===== src/odc_pkg.sv =====
// shared constants and types for the output divider channel
package odc_pkg;

	// apb register byte offsets
	localparam logic [7:0] ODC_OFF_CTRL   = 8'h00;
	localparam logic [7:0] ODC_OFF_DIVLO  = 8'h04;
	localparam logic [7:0] ODC_OFF_DIVHI  = 8'h08;
	localparam logic [7:0] ODC_OFF_DELAY  = 8'h0C;
	localparam logic [7:0] ODC_OFF_SLIP   = 8'h10;
	localparam logic [7:0] ODC_OFF_STATUS = 8'h14;

	// control word and delay fine field positions
	localparam int ODC_CTRL_EN_POS    = 0;
	localparam int ODC_CTRL_HP_POS    = 1;
	localparam int ODC_CTRL_SLIPEN_POS = 2;
	localparam int ODC_CTRL_SYNCEN_POS = 3;
	localparam int ODC_CTRL_MSLIP_POS = 4;
	localparam int ODC_CTRL_MUX_POS   = 5;
	localparam int ODC_CTRL_START_POS = 7;
	localparam int ODC_DLY_FINE_POS   = 8;

	// widths
	localparam int ODC_DIV_W   = 12;
	localparam int ODC_DIVLO_W = 8;
	localparam int ODC_DIVHI_W = 4;
	localparam int ODC_DLY_W   = 5;
	localparam int ODC_PAIR_W  = 7;

	// reset values
	localparam logic [31:0] ODC_CTRL_RST  = 32'h0000_0000;
	localparam logic [11:0] ODC_DIV_RST   = 12'h001;
	localparam logic [11:0] ODC_SLIP_RST  = 12'h001;

	// output source codes
	localparam logic [1:0] ODC_SRC_DIV   = 2'h0;
	localparam logic [1:0] ODC_SRC_ADLY  = 2'h1;
	localparam logic [1:0] ODC_SRC_PAIR  = 2'h2;
	localparam logic [1:0] ODC_SRC_VCO   = 2'h3;

	// launch behaviour codes
	localparam logic [1:0] ODC_START_ASYNC = 2'h0;
	localparam logic [1:0] ODC_START_PULSE = 2'h3;

	// channel state machine
	typedef enum logic [4:0]
	{
		ODC_ST_OFF  = 5'b00001,
		ODC_ST_RUN  = 5'b00010,
		ODC_ST_SLIP = 5'b00100,
		ODC_ST_SYNC = 5'b01000,
		ODC_ST_IDLE = 5'b10000
	} odc_state_type;

endpackage : odc_pkg


===== src/odc_div_if.sv =====
// carrier between the channel controller and its divider core
`timescale 1ns/1ps
interface odc_div_if;
	import odc_pkg::*;
	logic [ODC_DIV_W-1:0] ratio;
	logic [ODC_DLY_W-1:0] coarse;
	logic                 run;
	logic                 gate;
	logic                 rephase;
	logic                 slip;
	logic                 div_out;
	logic                 busy;

	modport ctrl (output ratio, coarse, run, gate, rephase, slip, input div_out, busy);
	modport core (input ratio, coarse, run, gate, rephase, slip, output div_out, busy);
endinterface : odc_div_if


===== src/odc_div_core.sv =====
// divider core: half-cycle phase counter with 50% duty for ratio one and even ratios
`timescale 1ns/1ps
module odc_div_core
	import odc_pkg::*;
(
	// clock and reset
	input  wire logic clk_i,
	input  wire logic rst_i,
	// channel side
	odc_div_if.core   dv
);

	typedef struct packed
	{
		logic [ODC_DIV_W:0] half;
		logic               out;
		logic               busy;
	} odc_core_type;

	odc_core_type s_q;
	odc_core_type s_d;
	logic [ODC_DIV_W:0] per;
	logic [ODC_DIV_W:0] hi;

	// counts half vco cycles: period is 2*ratio half cycles, high for ratio
	always_comb
	begin
		per  = {dv.ratio, 1'b0};
		hi   = {1'b0, dv.ratio};
		s_d  = s_q;
		s_d.busy = 1'b0;
		if (!dv.run)
		begin
			s_d.half = '0;
			s_d.out  = 1'b0;
		end
		else if (dv.rephase)
		begin
			s_d.half = {8'h00, dv.coarse};
			s_d.out  = 1'b0;
			s_d.busy = 1'b1;
		end
		else if (dv.gate)
			s_d.busy = 1'b1;
		else
		begin
			if (s_q.half + 13'h002 >= per)
				s_d.half = s_q.half + 13'h002 - per;
			else
				s_d.half = s_q.half + 13'h002;
			s_d.out = (dv.ratio == 12'h001) ? ~s_q.out : (s_d.half < hi);
		end
	end

	always_ff @(posedge clk_i or posedge rst_i)
	begin
		if (rst_i)
			s_q <= '0;
		else
			s_q <= s_d;
	end

	assign dv.div_out = s_q.out;
	assign dv.busy    = s_q.busy;

endmodule : odc_div_core


===== src/odc_channel.sv =====
// one output divider channel: apb registers, event control and output select
`timescale 1ns/1ps
//Contract
// - enable clear keeps channel fully off
// - run gated by launch, pair gate, sleep
// - ratio held in upper and lower words
// - high bias bit raises divider bias
// - coarse field shifts phase up to 15.5
// - fine trim path only on source 01
// - source codes divider, delayed, pair, vco
// - fundamental by ratio one or vco path
// - slip accept bit gates broadcast slips
// - multislip auto-starts after realign or burst when slip accept bit is set
// - realign accept bit rephases the divider
// - toggling realign accept never disturbs divider
// - code 00 free phase, realign if accepted
// - code 11 power around pulse bursts
// - ratios 1 to 4094, half duty; odd ratios above one are not 50% duty
// - coarse step equals half vco cycle
// - multislip repeats by 12-bit count
module odc_channel
	import odc_pkg::*;
(
	// clock and reset
	input  wire logic        mclk_i,
	input  wire logic        sys_rst_i,
	// apb slave
	input  wire logic        psel_i,
	input  wire logic        penable_i,
	input  wire logic        pwrite_i,
	input  wire logic [7:0]  paddr_i,
	input  wire logic [31:0] pwdata_i,
	output logic      [31:0] prdata_o,
	output logic             pready_o,
	output logic             pslverr_o,
	// global controls and broadcast events
	input  wire logic [odc_pkg::ODC_PAIR_W-1:0] pair_gate_i,
	input  wire logic [2:0]  pair_idx_i,
	input  wire logic        sleep_i,
	input  wire logic        slip_req_i,
	input  wire logic        realign_req_i,
	input  wire logic        burst_warn_i,
	input  wire logic        burst_start_i,
	input  wire logic        burst_end_i,
	// clock sources
	input  wire logic        pair_clk_i,
	input  wire logic        vco_clk_i,
	// channel outputs
	output logic             chan_out_o,
	output logic             chan_on_o,
	output logic             high_bias_o,
	output logic [odc_pkg::ODC_DLY_W-1:0] fine_trim_o,
	output logic             trim_path_o,
	output logic             phase_busy_o
);

	////////////////////////////////////////////////////////////////////////
	// state
	typedef struct packed
	{
		logic [8:0]           ctrl;
		logic [7:0]           div_lo;
		logic [3:0]           div_hi;
		logic [ODC_DLY_W-1:0] coarse;
		logic [ODC_DLY_W-1:0] fine;
		logic [ODC_DIV_W-1:0] slip_cnt;
		logic [ODC_DIV_W-1:0] slip_left;
		logic                 realign_pend;
		odc_state_type        st;
		logic                 powered;
		logic                 in_burst;
		logic [31:0]          rdata;
		logic                 ready;
		logic                 err;
		logic                 out;
		logic                 on;
	} odc_chan_type;

	odc_chan_type s_q;
	odc_chan_type s_d;
	odc_div_if    dv ();

	logic                 wr_en;
	logic                 rd_en;
	logic                 en;
	logic                 hp;
	logic                 slip_acc;
	logic                 sync_acc;
	logic                 mslip;
	logic [1:0]           src;
	logic [1:0]           start;
	logic                 permit;
	logic                 addr_ok;
	logic                 bias_d;
	logic                 trim_d;
	logic                 busy_d;

	////////////////////////////////////////////////////////////////////////
	// divider core
	odc_div_core u_core
	(
		.clk_i (mclk_i),
		.rst_i (sys_rst_i),
		.dv    (dv)
	);

	////////////////////////////////////////////////////////////////////////
	// decode
	always_comb
	begin
		en       = s_q.ctrl[ODC_CTRL_EN_POS];
		hp       = s_q.ctrl[ODC_CTRL_HP_POS];
		slip_acc = s_q.ctrl[ODC_CTRL_SLIPEN_POS];
		sync_acc = s_q.ctrl[ODC_CTRL_SYNCEN_POS];
		mslip    = s_q.ctrl[ODC_CTRL_MSLIP_POS];
		src      = s_q.ctrl[ODC_CTRL_MUX_POS +: 2];
		start    = s_q.ctrl[ODC_CTRL_START_POS +: 2];
		permit   = en && pair_gate_i[pair_idx_i] && !sleep_i;
		wr_en    = psel_i && penable_i && pwrite_i && s_q.ready;
		rd_en    = psel_i && !penable_i && !pwrite_i;
	end

	////////////////////////////////////////////////////////////////////////
	// address map
	always_comb
	begin
		case (paddr_i)
			ODC_OFF_CTRL,
			ODC_OFF_DIVLO,
			ODC_OFF_DIVHI,
			ODC_OFF_DELAY,
			ODC_OFF_SLIP,
			ODC_OFF_STATUS: addr_ok = 1'b1;
			default:        addr_ok = 1'b0;
		endcase
	end

	////////////////////////////////////////////////////////////////////////
	// next state
	always_comb
	begin
		s_d = s_q;

		// apb: setup cycle prepares the answer, access cycle completes
		s_d.ready = psel_i && penable_i && !s_q.ready;
		s_d.err   = psel_i && penable_i && !s_q.ready && !addr_ok;
		if (rd_en)
		begin
			case (paddr_i)
				ODC_OFF_CTRL:   s_d.rdata = {23'h000000, s_q.ctrl};
				ODC_OFF_DIVLO:  s_d.rdata = {24'h000000, s_q.div_lo};
				ODC_OFF_DIVHI:  s_d.rdata = {28'h0000000, s_q.div_hi};
				ODC_OFF_DELAY:  s_d.rdata = {19'h00000, s_q.fine, 3'h0, s_q.coarse};
				ODC_OFF_SLIP:   s_d.rdata = {20'h00000, s_q.slip_cnt};
				ODC_OFF_STATUS: s_d.rdata = {12'h000, s_q.slip_left, s_q.st, 2'h0,
				                             s_q.powered};
				default:        s_d.rdata = 32'h0000_0000;
			endcase
		end
		if (wr_en)
		begin
			case (paddr_i)
				ODC_OFF_CTRL:  s_d.ctrl   = pwdata_i[8:0];
				ODC_OFF_DIVLO: s_d.div_lo = pwdata_i[ODC_DIVLO_W-1:0];
				ODC_OFF_DIVHI: s_d.div_hi = pwdata_i[ODC_DIVHI_W-1:0];
				ODC_OFF_DELAY:
				begin
					s_d.coarse = pwdata_i[ODC_DLY_W-1:0];
					s_d.fine   = pwdata_i[ODC_DLY_FINE_POS +: ODC_DLY_W];
				end
				ODC_OFF_SLIP:  s_d.slip_cnt = pwdata_i[ODC_DIV_W-1:0];
				default:       s_d.slip_cnt = s_q.slip_cnt;
			endcase
		end

		// burst window: opened by warning, closed by burst end
		if (!permit)
			s_d.in_burst = 1'b0;
		else if (burst_warn_i)
			s_d.in_burst = 1'b1;
		else if (burst_end_i)
			s_d.in_burst = 1'b0;

		// launch behaviour: free running or powered around bursts
		if (!permit)
			s_d.powered = 1'b0;
		else if (start == ODC_START_PULSE)
			s_d.powered = s_d.in_burst;
		else
			s_d.powered = 1'b1;

		// channel sequencer
		case (s_q.st)
			ODC_ST_OFF:
			begin
				s_d.slip_left    = '0;
				s_d.realign_pend = 1'b0;
				if (s_d.powered)
					s_d.st = (start == ODC_START_PULSE) ? ODC_ST_IDLE : ODC_ST_RUN;
			end
			ODC_ST_IDLE, ODC_ST_RUN:
			begin
				if (!s_d.powered)
					s_d.st = ODC_ST_OFF;
				else if ((realign_req_i && sync_acc) ||
				         (burst_start_i && start == ODC_START_PULSE))
				begin
					s_d.st = ODC_ST_SYNC;
					s_d.realign_pend = 1'b1;
				end
				else if (slip_req_i && slip_acc)
				begin
					s_d.st = ODC_ST_SLIP;
					s_d.slip_left = mslip ? s_q.slip_cnt : 12'h001;
				end
			end
			ODC_ST_SYNC:
			begin
				s_d.realign_pend = 1'b0;
				if (mslip && slip_acc)
				begin
					s_d.st = ODC_ST_SLIP;
					s_d.slip_left = s_q.slip_cnt;
				end
				else
					s_d.st = ODC_ST_RUN;
			end
			ODC_ST_SLIP:
			begin
				if (!s_d.powered)
					s_d.st = ODC_ST_OFF;
				else if (s_q.slip_left <= 12'h001)
				begin
					s_d.slip_left = '0;
					s_d.st = ODC_ST_RUN;
				end
				else
					s_d.slip_left = s_q.slip_left - 12'h001;
			end
			default: s_d.st = ODC_ST_OFF;
		endcase

		// output source select
		case (src)
			ODC_SRC_DIV:  s_d.out = dv.div_out;
			ODC_SRC_ADLY: s_d.out = dv.div_out;
			ODC_SRC_PAIR: s_d.out = pair_clk_i;
			ODC_SRC_VCO:  s_d.out = vco_clk_i;
			default:      s_d.out = 1'b0;
		endcase
		if (!s_d.powered)
			s_d.out = 1'b0;
		s_d.on = s_d.powered;
	end

	////////////////////////////////////////////////////////////////////////
	// divider controls
	always_comb
	begin
		dv.ratio   = {s_q.div_hi, s_q.div_lo};
		dv.coarse  = s_q.coarse;
		dv.run     = s_q.powered && (src == ODC_SRC_DIV || src == ODC_SRC_ADLY);
		dv.rephase = s_q.realign_pend;
		dv.slip    = (s_q.st == ODC_ST_SLIP);
		dv.gate    = (s_q.st == ODC_ST_SLIP) || (s_q.st == ODC_ST_SYNC);
	end

	////////////////////////////////////////////////////////////////////////
	// registers
	always_ff @(posedge mclk_i or posedge sys_rst_i)
	begin
		if (sys_rst_i)
		begin
			s_q          <= '0;
			s_q.ctrl     <= ODC_CTRL_RST[8:0];
			s_q.div_lo   <= ODC_DIV_RST[7:0];
			s_q.div_hi   <= ODC_DIV_RST[11:8];
			s_q.slip_cnt <= ODC_SLIP_RST;
			s_q.st       <= ODC_ST_OFF;
		end
		else
			s_q <= s_d;
	end

	////////////////////////////////////////////////////////////////////////
	// output inputs: follow next power state so bias and trim never outlast it
	always_comb
	begin
		bias_d = s_d.ctrl[ODC_CTRL_HP_POS] && s_d.powered;
		trim_d = s_d.powered && (s_d.ctrl[ODC_CTRL_MUX_POS +: 2] == ODC_SRC_ADLY);
		busy_d = (s_q.st == ODC_ST_SLIP) || (s_q.st == ODC_ST_SYNC) || dv.busy;
	end

	////////////////////////////////////////////////////////////////////////
	// outputs
	always_ff @(posedge mclk_i or posedge sys_rst_i)
	begin
		if (sys_rst_i)
		begin
			high_bias_o  <= 1'b0;
			fine_trim_o  <= '0;
			trim_path_o  <= 1'b0;
			phase_busy_o <= 1'b0;
		end
		else
		begin
			high_bias_o  <= bias_d;
			fine_trim_o  <= s_q.fine;
			trim_path_o  <= trim_d;
			phase_busy_o <= busy_d;
		end
	end

	assign prdata_o   = s_q.rdata;
	assign pready_o   = s_q.ready;
	assign pslverr_o  = s_q.err;
	assign chan_out_o = s_q.out;
	assign chan_on_o  = s_q.on;

endmodule : odc_channel


===== config.mk =====
export PLATFORM = sky130hd
export DESIGN_NAME = odc_channel
export DESIGN_NICKNAME = d
export VERILOG_FILES = /design/src/odc_pkg.sv /design/src/odc_div_if.sv /design/src/odc_div_core.sv /design/src/odc_channel.sv
export SDC_FILE = /design/constraint.sdc
export NUM_CORES = 1
export LEC_CHECK = 0
export ABC_AREA = 1
export BUFFER_PORTS_ARGS = -buffer_cell sky130_fd_sc_hd__buf_4
export CORE_MARGIN = 2
export CORE_UTILIZATION = 58
export DETAILED_ROUTE_END_ITERATION = 16
export GPL_TIMING_DRIVEN = 0
export PLACE_DENSITY = 0.87
export SLEW_MARGIN = 15
export SYNTH_ARGS = -nofsm -noshare
export SYNTH_HDL_FRONTEND = slang
export SYNTH_HIERARCHICAL = 1
export SYNTH_SLANG_ARGS = --single-unit

===== constraint.sdc =====
create_clock -name mclk_i -period 4.9 [get_ports mclk_i]
set_input_delay 0.98 -clock mclk_i [delete_from_list [all_inputs] [get_ports mclk_i]]
set_output_delay 0.98 -clock mclk_i [all_outputs]
set_load 0.1 [all_outputs]

-- Word-level counts from Yosys, hierarchy flattened
Cells that the tools add are included.
- flip-flop bits (word level): 121
- input bits: 63
- output and inout port bits: 44
- logic and storage cells: 144
- $add $sub $neg: 3
- magnitude comparators: 4
- equality and inequality tests: 26
- muxes and demuxes: 46
- bitwise logic cells: 1
- reductions and logical operators: 41
- operators with widths (kind ; number):
    $pmux 20 s6 ; 1
    $mux 12 ; 7
    $mux 13 ; 5
    $pmux 12 s4 ; 1
    $mux 41 ; 1
    $mux 5 ; 7
    $mux 14 ; 2
    $pmux 5 s4 ; 1
    $eq 8x4->1 const B ; 2
    $eq 8x5->1 const B ; 2
    $logic_and 1x1->1 ; 16
    $mux 15 ; 1
    $ne 2x2->1 const B ; 7
    $add 13x2->13 const B ; 1
    $ge 13x13->1 ; 1
    $lt 13x12->1 ; 1
    $sub 13x13->13 ; 1
    $eq 12x1->1 const B ; 1
    $le 12x1->1 const B ; 1
    $mux 1 ; 12
    $sub 12x1->12 const B ; 1
    $mux 10 ; 1
    $reduce_and 2->1 ; 5
    $eq 8x3->1 const B ; 1
    other kinds (29) ; 42

-- Longest topological paths before layout
Gate-level depths: netlist of run 1.
- word-level depth: 11
- mapped depth: 31
- gate-level depth less buffers: 31

-- Hierarchy
The synthesis of run 1 kept the hierarchy.
- by module, submodules not included (module ; instances ; cells each ; area an instance (um^2)):
    odc_channel ; 1 ; 625 ; 4815.9
    odc_div_core ; 1 ; 303 ; 2005.7

-- Least setup slack after synthesis of run 1
OpenSTA, ideal clock, no wires.
- path type: flip-flop to flip-flop
- start: reg u_core/s_q[3] (netlist bit)
- end: reg u_core.s_q, in the netlist u_core/dv.div_out
- arrival: 3325 ps
- data required time: 4834 ps
- path slack: 1509 ps
- cell stages (with the launch flop): 30
- buffers on the path: 1
- cell sequence: dfrtp_1 -> ha_1 -> nand3_2 -> nor2_2 -> nand3_2 -> nor2_4 -> nand3_2 -> xnor2_2 -> ha_1 -> nand2_1 -> inv_1 -> nand2_1 -> nand2_1 -> a21oi_2 -> nand3_4 -> buf_6 -> o21ai_1 -> inv_1 -> ha_1 -> a21oi_1 -> nor2_1 -> nor3_1 -> nand2_1 -> nand2_1 -> nand2_1 -> nand2_1 -> nand3_1 -> nand2_1 -> nand2_1 -> nand2_1
- word-level cells in the longest chain between the ends: 11
- elaborated cells on any way between the ends: 12
- those cells by class: 2 x add/sub; 2 x order compare; 8 x mux
- ends and longest elaborated chain (item ; RTL line ; text):
    from (decl) ; odc_div_core.sv:20 ; odc_core_type s_q;
    from (signal assigned) ; odc_div_core.sv:58 ; s_q <= '0;
    from (signal assigned) ; odc_div_core.sv:60 ; s_q <= s_d;
    $add 13x2->13 * ; odc_div_core.sv:47, odc_div_core.sv:48, odc_div_core.sv:50 ;
    $sub 13x13->13 or $ge 13x13->1 (tied branches) ; odc_div_core.sv:48, odc_div_core.sv:47 ;
    $mux 13 * ; odc_div_core.sv:47 ; if (s_q.half + 13'h002 >= per)
    $mux 13 * ; odc_div_core.sv:43 ; else if (dv.gate)
    $mux 13 * ; odc_div_core.sv:37 ; else if (dv.rephase)
    $mux 13 * ; odc_div_core.sv:32 ; if (!dv.run)
    $lt 13x12->1 * ; odc_div_core.sv:51 ; s_d.out = (dv.ratio == 12'h001) ? ~s_q.out : (s_d.half < hi);
    $mux 1 * ; odc_div_core.sv:51 ;
    $mux 14 * ; odc_div_core.sv:43 ;
    $mux 15 * ; odc_div_core.sv:37 ;
    $mux 14 * ; odc_div_core.sv:32 ;
Mark *: on every way between the ends. The rest lies on a longest branch, timed or not. The select of a mux whose other input is x is not followed.
A chain may end at the register's enable or synchronous reset.

-- Final worst setup path of run 1
Same ends and word-level chain as after synthesis.

==> results of run 1 <==
==> per-layer routing <==
layer  track usage (%)  share of wire (%)  vias to the layer above
li1                  -                  -                     3107
met1              43.0                 44                     2929
met2              41.6                 42                      369
met3              5.24                 12                       36
met4              9.51                2.4                        0
met5                 0                  0                        -
==> per-stage QoR <==
| stage | setup WS, ns | std cells | util [%] | total power [mW] |
|---|---|---|---|---|
| after floorplan | 1.48 | 939 | - | 1.25 |
| after global placement | 0.465 | 1157 | 66.3 | 1.34 |
| after detailed placement | 1.06 | 1158 | 66.6 | 1.35 |
| after CTS | 0.970 | 1174 | 69.1 | 2.04 |
| after global routing | 0.581 | 1174 | 69.1 | 2.12 |
| final | 0.848 | 1174 | 69.1 | 2.04 |
==> state kept, by name (all words and copies together) (netlist names), 5 cells and up <==
name         flops
prdata_o        20
fine_trim_o      5
dv.coarse        5
s_q             41
u_core/s_q      13
dv.ratio        12
==> report_power, final <==
part / total (mW) / switching (mW) / internal (mW)
Sequential: 0.929 / 0.0144 / 0.915
Combinational: 0.407 / 0.279 / 0.128
Clock: 0.707 / 0.352 / 0.355
Total: 2.04 / 0.645 / 1.40
==> cell usage after synthesis (all sizes together) <==
cell,n,area [um^2]
o21bai,2,15.0
inv,131,494
o22ai,19,119
buf,42,305
nor4,2,12.5
o31ai,4,30.0
nand4,9,62.6
ha,26,325
nor3,7,51.3
o211ai,5,37.5
fa,1,20.0
nor2,66,283
dfstp,3,78.8
a21oi,29,156
o2bb2ai,1,8.76
xnor2,6,60.1
a21boi,1,7.51
or2,3,18.8
a31oi,1,6.26
xor2,16,148
o2111ai,1,8.76
nand3,53,298
conb,1,3.75
clkinv,1,3.75
o21ai,82,425
nand2,300,1150
clkbuf,9,33.8
dfrtp,106,2650
nand3b,1,7.51
==> how the worst min path moves through the flow <==
stage | to | from | cells past startpoint | slack, ns
2_1_floorplan | fine_trim_o[4]$_DFF_PP0_ | s_q[72]$_DFFE_PP0P_ | 0 | 0.35
3_3_place_gp | fine_trim_o[4]$_DFF_PP0_ | s_q[72]$_DFFE_PP0P_ | 0 | 0.36
3_5_place_dp | fine_trim_o[4]$_DFF_PP0_ | s_q[72]$_DFFE_PP0P_ | 0 | 0.37
4_1_cts | fine_trim_o[4]$_DFF_PP0_ | s_q[72]$_DFFE_PP0P_ | 0 | 0.40
5_1_grt | fine_trim_o[4]$_DFF_PP0_ | s_q[72]$_DFFE_PP0P_ | 0 | 0.42
6_report | fine_trim_o[4]$_DFF_PP0_ | s_q[72]$_DFFE_PP0P_ | 0 | 0.40
==> cell families after synthesis <==
kind of cell,after synthesis
and+or+nand+nor,441
buffers and inverters,183
AOI/OAI and AO/OA,145
DFF,109
adders and majority gates,27
xor gates and xnor gates,22
other,1
==> worst max-delay path: cells and delay by family, from the launching register on <==
kind,cells,cell delay [ns]
XOR/XNOR,1,0.17
adder cells (fa/ha/maj),3,0.90
buffers and inverters,3,0.30
AO/OA/AOI/OAI,3,0.49
AND/OR/NAND/NOR,19,1.69
flip-flops,1,0.46
==> final cells by class <==
class | instances | area, um^2 | share of cell area [%]
repair buffers | 76 | 591 | 7.45
multi-input cells | 647 | 3290 | 41.6
inverters | 132 | 500 | 6.32
plain buffers | 51 | 339 | 4.28
flip-flops and latches | 109 | 2730 | 34.5
well taps | 143 | 179 | 2.26
clock buffers | 10 | 229 | 2.89
clock inverters | 6 | 58.8 | 0.742
==> out/metrics.yaml, run 1 <==
coreArea_um2: 11500
final_max_slew_viol_count: 0
cp.required_ns: 5.19
cts_max_level: 3
critical_path_class: "flop to flop"
crit_start: "u_core/s_q[3]$_DFFE_PP0P_"
synth_adder_area_share_pct: 5.06
grt_max_degree: 53
layout_common_cells: "nand2_1 (291), inv_1 (122), buf_4 (108), dfrtp_1 (106), o21ai_0 (69)"
syn_avg_cell_area_um2: 7.35
clockBufferDepth: 2
synthesis.area_um2: 6820
ios: 107
grt_pass1_vias: 5894
port_buffers: 75
fmax_mhz: 247
clkTransAtPathRegs_ns: 0.08
die_h_um: 112
die_w_um: 112
antenna_found_initial: 0
diodes: 0
start_util_pct: 59.5
drive_above_1_share_pct: 17.6
grt_usage_pct: 28.5
drt_pass1_iterations: 8
synthMuxAreaShare_pct: 0
synth_top_family_by_area: "simple AND/OR/NAND/NOR gates"
die-area_um2: 12600
cp_max_fo: 10
drt.antenna.violating_nets: 0
final_nets: 1116
grt_pass1_wl_um: 28800
place.gp.congestion: 0.929
critPathCaptureType: "flop"
cp-start-kind: "flop"
yosys_warnings: 6
hpwl_um: 13300
powerDensity_nw_per_um2: 258
final.min_clock_period_ns: 4.05
timing.rr.start: "u_core/s_q[3]$_DFFE_PP0P_"
cts_root_buffer: "clkbuf_16"
hold_class: "flop to flop"
vdd_drop_max_uv: 187
synth_xor_area_share_pct: 3.04
layout_commonest_cell: "nand2_1"
routed_wl_um: 17400
cp.arrival_ns: 4.34
reg2reg_to: "u_core/dv.div_out$_DFFE_PP0P_"
ys_seq_area_share_pct: 40.0
maxCapViolations: 0
postLayoutCellArea_um2: 7920
fillerInstances: 902
setup_viol: 0
worstMarginPinSlew_ns: 0.681
synth.lib_cells_used.distinct: 47
cts_setup_buffers: 0
finalHoldViolCount: 0
clk_latency_ns: 0.36
clock-skew-final_ns: 0.0111
slew_headroom_pct: 54.6
via_per_inst: 5.49
outcome: "completed"
dr.first_iter.drc_count: 897
synthSimpleGateAreaFrac_pct: 27.6
cts.sinks: 109
ff2ff_path_depth: 29
path_common_cell: "nand2_1"
routedWlPerCell_um: 14.9
power_leakage_nw: 4.30
num_rows: 39
rsz0062_at_grt: "no"
fin_setup_tns_ns: 0
ys_seq_elements: 109
hold_buffers: 0
crit_slowest_cell: "dfrtp_1"
cts_tree: "built"
synth_compound_area_share_pct: 11.9
period_share_pct: 82.7
synth_cells: 928
placed_area_um2: 7630
critPathMaxStageDelay_ns: 0.46
crit_end: "u_core/dv.div_out$_DFFE_PP0P_"
fin_hold_ws_ns: 0.402
cts_made_buffers: 9
syn2layout_area_growth_pct: 16.1
overflow: 0
dr_total_vias: 6441
drc: 0
r2r_setup_slack_ns: 0.85
post_cts_resized: 0
(Power assumes the default switching activity.)
==> inputs of run 2 (changes only) <==
- clock period: 4.9 -> 3.75 ns (I/O delays scaled with it)
==> run 2 against run 1 <==
Against the previous run: the run now ends with negative setup slack left; critical path depth is the same; final area grew 6.3%; flip-flop and latch count unchanged; clock-buffer cell count unchanged; clock power is 33% higher; setup slack got worse by 1.1 ns.
==> out/metrics.yaml, run 2 (synthesized netlist as in run 1, its figures left out) <==
p_clk_share_pct: 34.6
num_rows: 39
antenna_found_initial: 0
hold_buffers: 0
violations: "negative setup slack"
routedWlPerCell_um: 17.1
min_from: "s_q[72]$_DFFE_PP0P_"
critPathCaptureType: "flop"
grt_pass1_vias: 5978
ios: 107
coreArea_um2: 11500
place.gp.congestion: 0.929
cp-start-kind: "flop"
pwr-share-comb_pct: 20.9
fmax_mhz: 248
p_sw_mw: 0.881
routed_wl_um: 20400
diodes: 0
hpwl_um: 13300
grt_pass1_wl_um: 29100
ff2ff_path_depth: 29
finalHoldViolCount: 0
clockBufferDepth: 2
dr_total_vias: 6912
worstMarginPinSlew_ns: 0.707
hold_class: "flop to flop"
clk_latency_ns: 0.36
drt_pass1_iterations: 8
die_w_um: 112
path_common_cell: "nand2_1"
slew_headroom_pct: 52.9
port_buffers: 75
clkTransAtPathRegs_ns: 0.08
cts_tree: "built"
final_cell_count_no_fill: 1193
period_share_pct: 108
clock-skew-final_ns: 0.0142
timing.rr.start: "u_core/s_q[3]$_DFFE_PP0P_"
reg2reg_to: "u_core/dv.div_out$_DFFE_PP0P_"
grt_max_degree: 53
p_total_mw: 2.73
layout_setup_ws_ns: -0.288
cts.sinks: 109
critPathMaxStageDelay_ns: 0.42
crit_slowest_cell: "dfrtp_1"
maxCapViolations: 0
r2r_setup_slack_ns: -0.29
cp_top_family: "simple AND/OR/NAND/NOR gates"
cts_root_buffer: "clkbuf_16"
layout_common_cells: "nand2_1 (283), buf_4 (125), inv_1 (118), dfrtp_1 (104), o21ai_0 (69)"
hold_path_end: "fine_trim_o[4]$_DFF_PP0_"
final.min_clock_period_ns: 4.04
via_per_inst: 5.79
netSwitchingFraction_pct: 32.3
final_max_slew_viol_count: 0
drt.antenna.violating_nets: 0
die_h_um: 112
rsz0062_at_grt: "yes"
start_util_pct: 59.5
p_seq_share_pct: 44.5
power_leakage_nw: 4.46
largest_register_ffs: 41
drive_above_1_share_pct: 22.2
regMostFlops: "s_q"
cp.arrival_ns: 4.29
final_nets: 1135
cp_max_fo: 5
vdd_drop_max_uv: 255
outcome: "finished with violations"
overflow: 0
cts_made_buffers: 9
layout_commonest_cell: "nand2_1"
powerDensity_nw_per_um2: 324
die-area_um2: 12600
syn2layout_area_growth_pct: 23.5
drc: 0
critical_path_class: "flop to flop"
whs_path_depth: 0
internal-power_mw: 1.84
setup_viol: 1
grt_usage_pct: 28.8
cts_max_level: 3
cp.required_ns: 4.00
dpl.cell_count: 1158
path_buf_inv: 5
dr.first_iter.drc_count: 1164
## run 2: cell count changes in the layout (fill, tap and decap cells not counted), moves of 6 or more
cell and change:
buf_4 +17, ha_1 -8, ha_4 +8, nand2_1 -8, nand2_2 +6
## run 2: worst reg2reg max path, delay by kind of cell (launching register included)
kind / cells / cell delay [ns]
DFF: 1 / 0.42
adders and majority gates: 2 / 0.61
xor gates and xnor gates: 1 / 0.24
and+or+nand+nor: 21 / 2.09
buffers and inverters: 5 / 0.61
## run 2: area by class of cell
| class | instances | area, um^2 |
|---|---|---|
| Inverter | 132 | 510 |
| Fill cell | 798 | 3050 |
| Clock inverter | 6 | 58.8 |
| Multi-Input combinational cell | 647 | 3600 |
| Tap cell | 143 | 179 |
| Clock buffer | 10 | 229 |
| Timing Repair Buffer | 95 | 763 |
| Buffer | 51 | 343 |
| Sequential cell | 109 | 2730 |
## run 2: per-stage QoR
stage	hold WS [ns]	instance area, um^2	utilization, %	setup WS [ns]	TNS (ns)
after floorplan	0.354	6860	-	0.359	0
after global placement	0.358	7600	66.3	-0.455	-41.07
after detailed placement	0.375	7630	66.6	-0.0909	-0.0909
after CTS	0.397	7990	69.7	0.0219	0
after global routing	0.419	8420	73.4	-0.434	-0.434
final	0.400	8420	73.4	-0.288	-0.288
## run 2: timing repair
action                                 in CTS  in global routing
setup buffers                               4                 14
endpoints found under the hold margin       0                  0
gates resized for setup                     4                 53
cloned                                      0                  1
pin swaps                                   1                 28
setup endpoints to repair                   1                  1
## run 2: routing by layer
| layer | share of wire, % | up-vias | track usage (%) |
|---|---|---|---|
| li1 | - | 3144 | - |
| met1 | 40 | 3154 | 42.6 |
| met2 | 42 | 512 | 42.7 |
| met3 | 12 | 102 | 5.78 |
| met4 | 5.3 | 0 | 9.59 |
| met5 | 0 | - | 0 |
## run 2: how the worst max path moves through the flow
stage / from / end / slack, ns / cells past startpoint
after floorplan: u_core/s_q[3]$_DFFE_PP0P_ / u_core/dv.div_out$_DFFE_PP0P_ / 0.36 / 29
after global placement: sys_rst_i / s_q[36]$_DFF_PP0_ / -0.45 / 2
after detailed placement: u_core/s_q[3]$_DFFE_PP0P_ / u_core/dv.div_out$_DFFE_PP0P_ / -0.09 / 29
after CTS: u_core/s_q[4]$_DFFE_PP0P_ / u_core/dv.div_out$_DFFE_PP0P_ / 0.02 / 28
after global routing: u_core/s_q[4]$_DFFE_PP0P_ / u_core/dv.div_out$_DFFE_PP0P_ / -0.43 / 30
final: u_core/s_q[3]$_DFFE_PP0P_ / u_core/dv.div_out$_DFFE_PP0P_ / -0.29 / 29
## run 2: power groups by stage
| stage | Clock [mW] | Combinational [mW] | Sequential, mW |
|---|---|---|---|
| 2_1_floorplan | 0 | 0.387 | 1.24 |
| 3_3_place_gp | 0 | 0.509 | 1.24 |
| 3_5_place_dp | 0 | 0.524 | 1.24 |
| 4_1_cts | 0.921 | 0.531 | 1.21 |
| 5_1_grt | 0.987 | 0.611 | 1.22 |
| 6_report | 0.943 | 0.569 | 1.21 |
==> inputs of run 3 (changes only) <==
- GPL_TIMING_DRIVEN: 0 -> unset
==> run 3 against run 2 <==
Against the previous run: the flow still finishes with violations (negative setup slack); power down 0.23%; largest cell class unchanged; sequential power about the same; utilization down 3.3 points; setup slack better by 0.035 ns; die area unchanged; largest power group unchanged; worst hold slack worse by 0.0094 ns; clock-buffer cell count unchanged; global-route usage up 0.22 points; via count down 2.5%; flip-flop and latch count unchanged; highest routed layer unchanged; critical endpoint unchanged; combinational power down 12%.
==> out/metrics.yaml, run 3 (synthesized netlist as in run 1, its figures left out) <==
crit_start: "u_core/s_q[8]$_DFFE_PP0P_"
cp-start-kind: "flop"
slew_headroom_pct: 40.8
drive_above_1_share_pct: 19.6
ios: 107
powerDensity_nw_per_um2: 338
cts_max_level: 3
grt_pass1_vias: 6034
dr.first_iter.drc_count: 1064
period_share_pct: 107
clk_latency_ns: 0.36
finalHoldViolCount: 0
cts_tree: "built"
diodes: 0
outcome: "finished with violations"
rsz0062_at_grt: "yes"
port_buffers: 75
final_max_slew_viol_count: 0
p_seq_share_pct: 44.7
final-seq-area_um2: 2740
p_sw_mw: 0.855
fmax_mhz: 250
fillerInstances: 838
power_leakage_nw: 4.19
clock-skew-final_ns: 0.0114
cts_root_buffer: "clkbuf_16"
worstMarginPinSlew_ns: 0.887
final.min_clock_period_ns: 4.00
routed_wl_um: 19800
r2r_setup_slack_ns: -0.25
reg2reg_to: "u_core/dv.div_out$_DFFE_PP0P_"
coreArea_um2: 11500
cts.sinks: 109
timing.rr.start: "u_core/s_q[8]$_DFFE_PP0P_"
cp.required_ns: 4.04
syn2layout_area_growth_pct: 17.9
setup_viol: 1
fin_setup_tns_ns: -0.253
via_per_inst: 5.91
netSwitchingFraction_pct: 31.4
clockBufferDepth: 2
start_util_pct: 59.5
drc: 0
hold_buffers: 0
layout_common_cells: "nand2_1 (280), inv_1 (121), dfrtp_1 (102), buf_4 (88), o21ai_0 (69)"
violations: "negative setup slack"
clkTransAtPathRegs_ns: 0.08
place.gp.congestion: 0.908
final_nets: 1082
dr_total_vias: 6736
grt_usage_pct: 29.0
layout_setup_ws_ns: -0.253
die_h_um: 112
layout_commonest_cell: "nand2_1"
fin_hold_ws_ns: 0.390
die-area_um2: 12600
cp_max_fo: 5
maxCapViolations: 0
cts_made_buffers: 9
p_clk_share_pct: 36.9
hpwl_um: 12800
overflow: 0
critical_path_class: "flop to flop"
die_w_um: 112
drt_pass1_iterations: 8
routedWlPerCell_um: 17.3
hold_class: "flop to flop"
num_rows: 39
crit_end: "u_core/dv.div_out$_DFFE_PP0P_"
antenna_found_initial: 0
largest_register_ffs: 41
cp.arrival_ns: 4.29
vdd_drop_max_uv: 263
internal-power_mw: 1.86
multi_input_comb_area_um2: 3610
drt.antenna.violating_nets: 0
pwr-share-comb_pct: 18.5
ff2ff_path_depth: 26
grt_max_degree: 51
critPathCaptureType: "flop"
detailedPlace.worstSlack_ns: 0.0213
grt_pass1_wl_um: 29400
regMostFlops: "s_q"
## run 3: what timing repair did
item | 4_1_cts | 5_1_grt
resized for setup | 5 | 53
pin swaps | 1 | 28
setup endpoints to repair | 1 | 1
gates cloned | 2 | 0
setup buffers | 1 | 12
hold endpoints to repair | 0 | 0
## run 3: critical path, stage by stage, from the launching register on
cell and delay (ns):
dfrtp_2 0.44, nand2_1 0.09, nor3_2 0.24, nand2_2 0.13, nor2_4 0.12, xor2_2 0.19
ha_1 0.31, nand2_1 0.10, nand2_1 0.12, nand2_2 0.10, nand2_2 0.06, a21oi_4 0.25
nand3_4 0.20, buf_6 0.17, o21ai_4 0.19, ha_4 0.24, a21oi_1 0.24, nand3_1 0.12
nand2_1 0.07, nand2_1 0.06, nand2_1 0.08, nand2_1 0.07, nand2_1 0.07, nand3_1 0.09
nand2_1 0.07, nand2_1 0.05, nand2_1 0.05
## run 3: per-layer routing
layer / track usage, % / vias up / part of all wire, %
met4: 10.0 / 0 / 4.7
met2: 43.7 / 522 / 44
met5: 0 / - / 0
met1: 42.4 / 3066 / 40
met3: 5.35 / 111 / 11
li1: - / 3037 / -
## run 3: how the worst min path moves through the flow
stage,slack [ns],startpoint,cells past startpoint,end
floorplan,0.35,s_q[72]$_DFFE_PP0P_,0,fine_trim_o[4]$_DFF_PP0_
global placement,0.36,s_q[72]$_DFFE_PP0P_,0,fine_trim_o[4]$_DFF_PP0_
detailed placement,0.37,s_q[72]$_DFFE_PP0P_,0,fine_trim_o[4]$_DFF_PP0_
CTS,0.39,s_q[72]$_DFFE_PP0P_,0,fine_trim_o[4]$_DFF_PP0_
global route,0.40,s_q[72]$_DFFE_PP0P_,0,fine_trim_o[4]$_DFF_PP0_
finish,0.39,s_q[72]$_DFFE_PP0P_,0,fine_trim_o[4]$_DFF_PP0_
## run 3: final cells by class
type	instances	area share (%)
clock buffers	10	2.85
clock inverters	6	1.03
inverters	132	6.21
multi-input cells	649	44.9
flip-flops and latches	109	34.0
well taps	143	2.22
repair buffers	91	8.74
## run 3: per-stage QoR
step                      util, %  total power, mW  instances  area [um^2]
after floorplan                 -             1.63        939         6860
after global placement       63.7             1.70       1109         7300
after detailed placement     63.7             1.71       1109         7300
after CTS                    66.9             2.69       1128         7670
after global routing         70.1             2.81       1140         8040
final                        70.1             2.72       1140         8040
## run 3: power by group through the flow
stage               clock (mW)  combinational (mW)  sequential [mW]
detailed placement           0               0.472             1.24
finish                    1.00               0.502             1.21
global placement             0               0.461             1.24
CTS                      0.997               0.476             1.21
global route              1.05               0.545             1.22
floorplan                    0               0.387             1.24
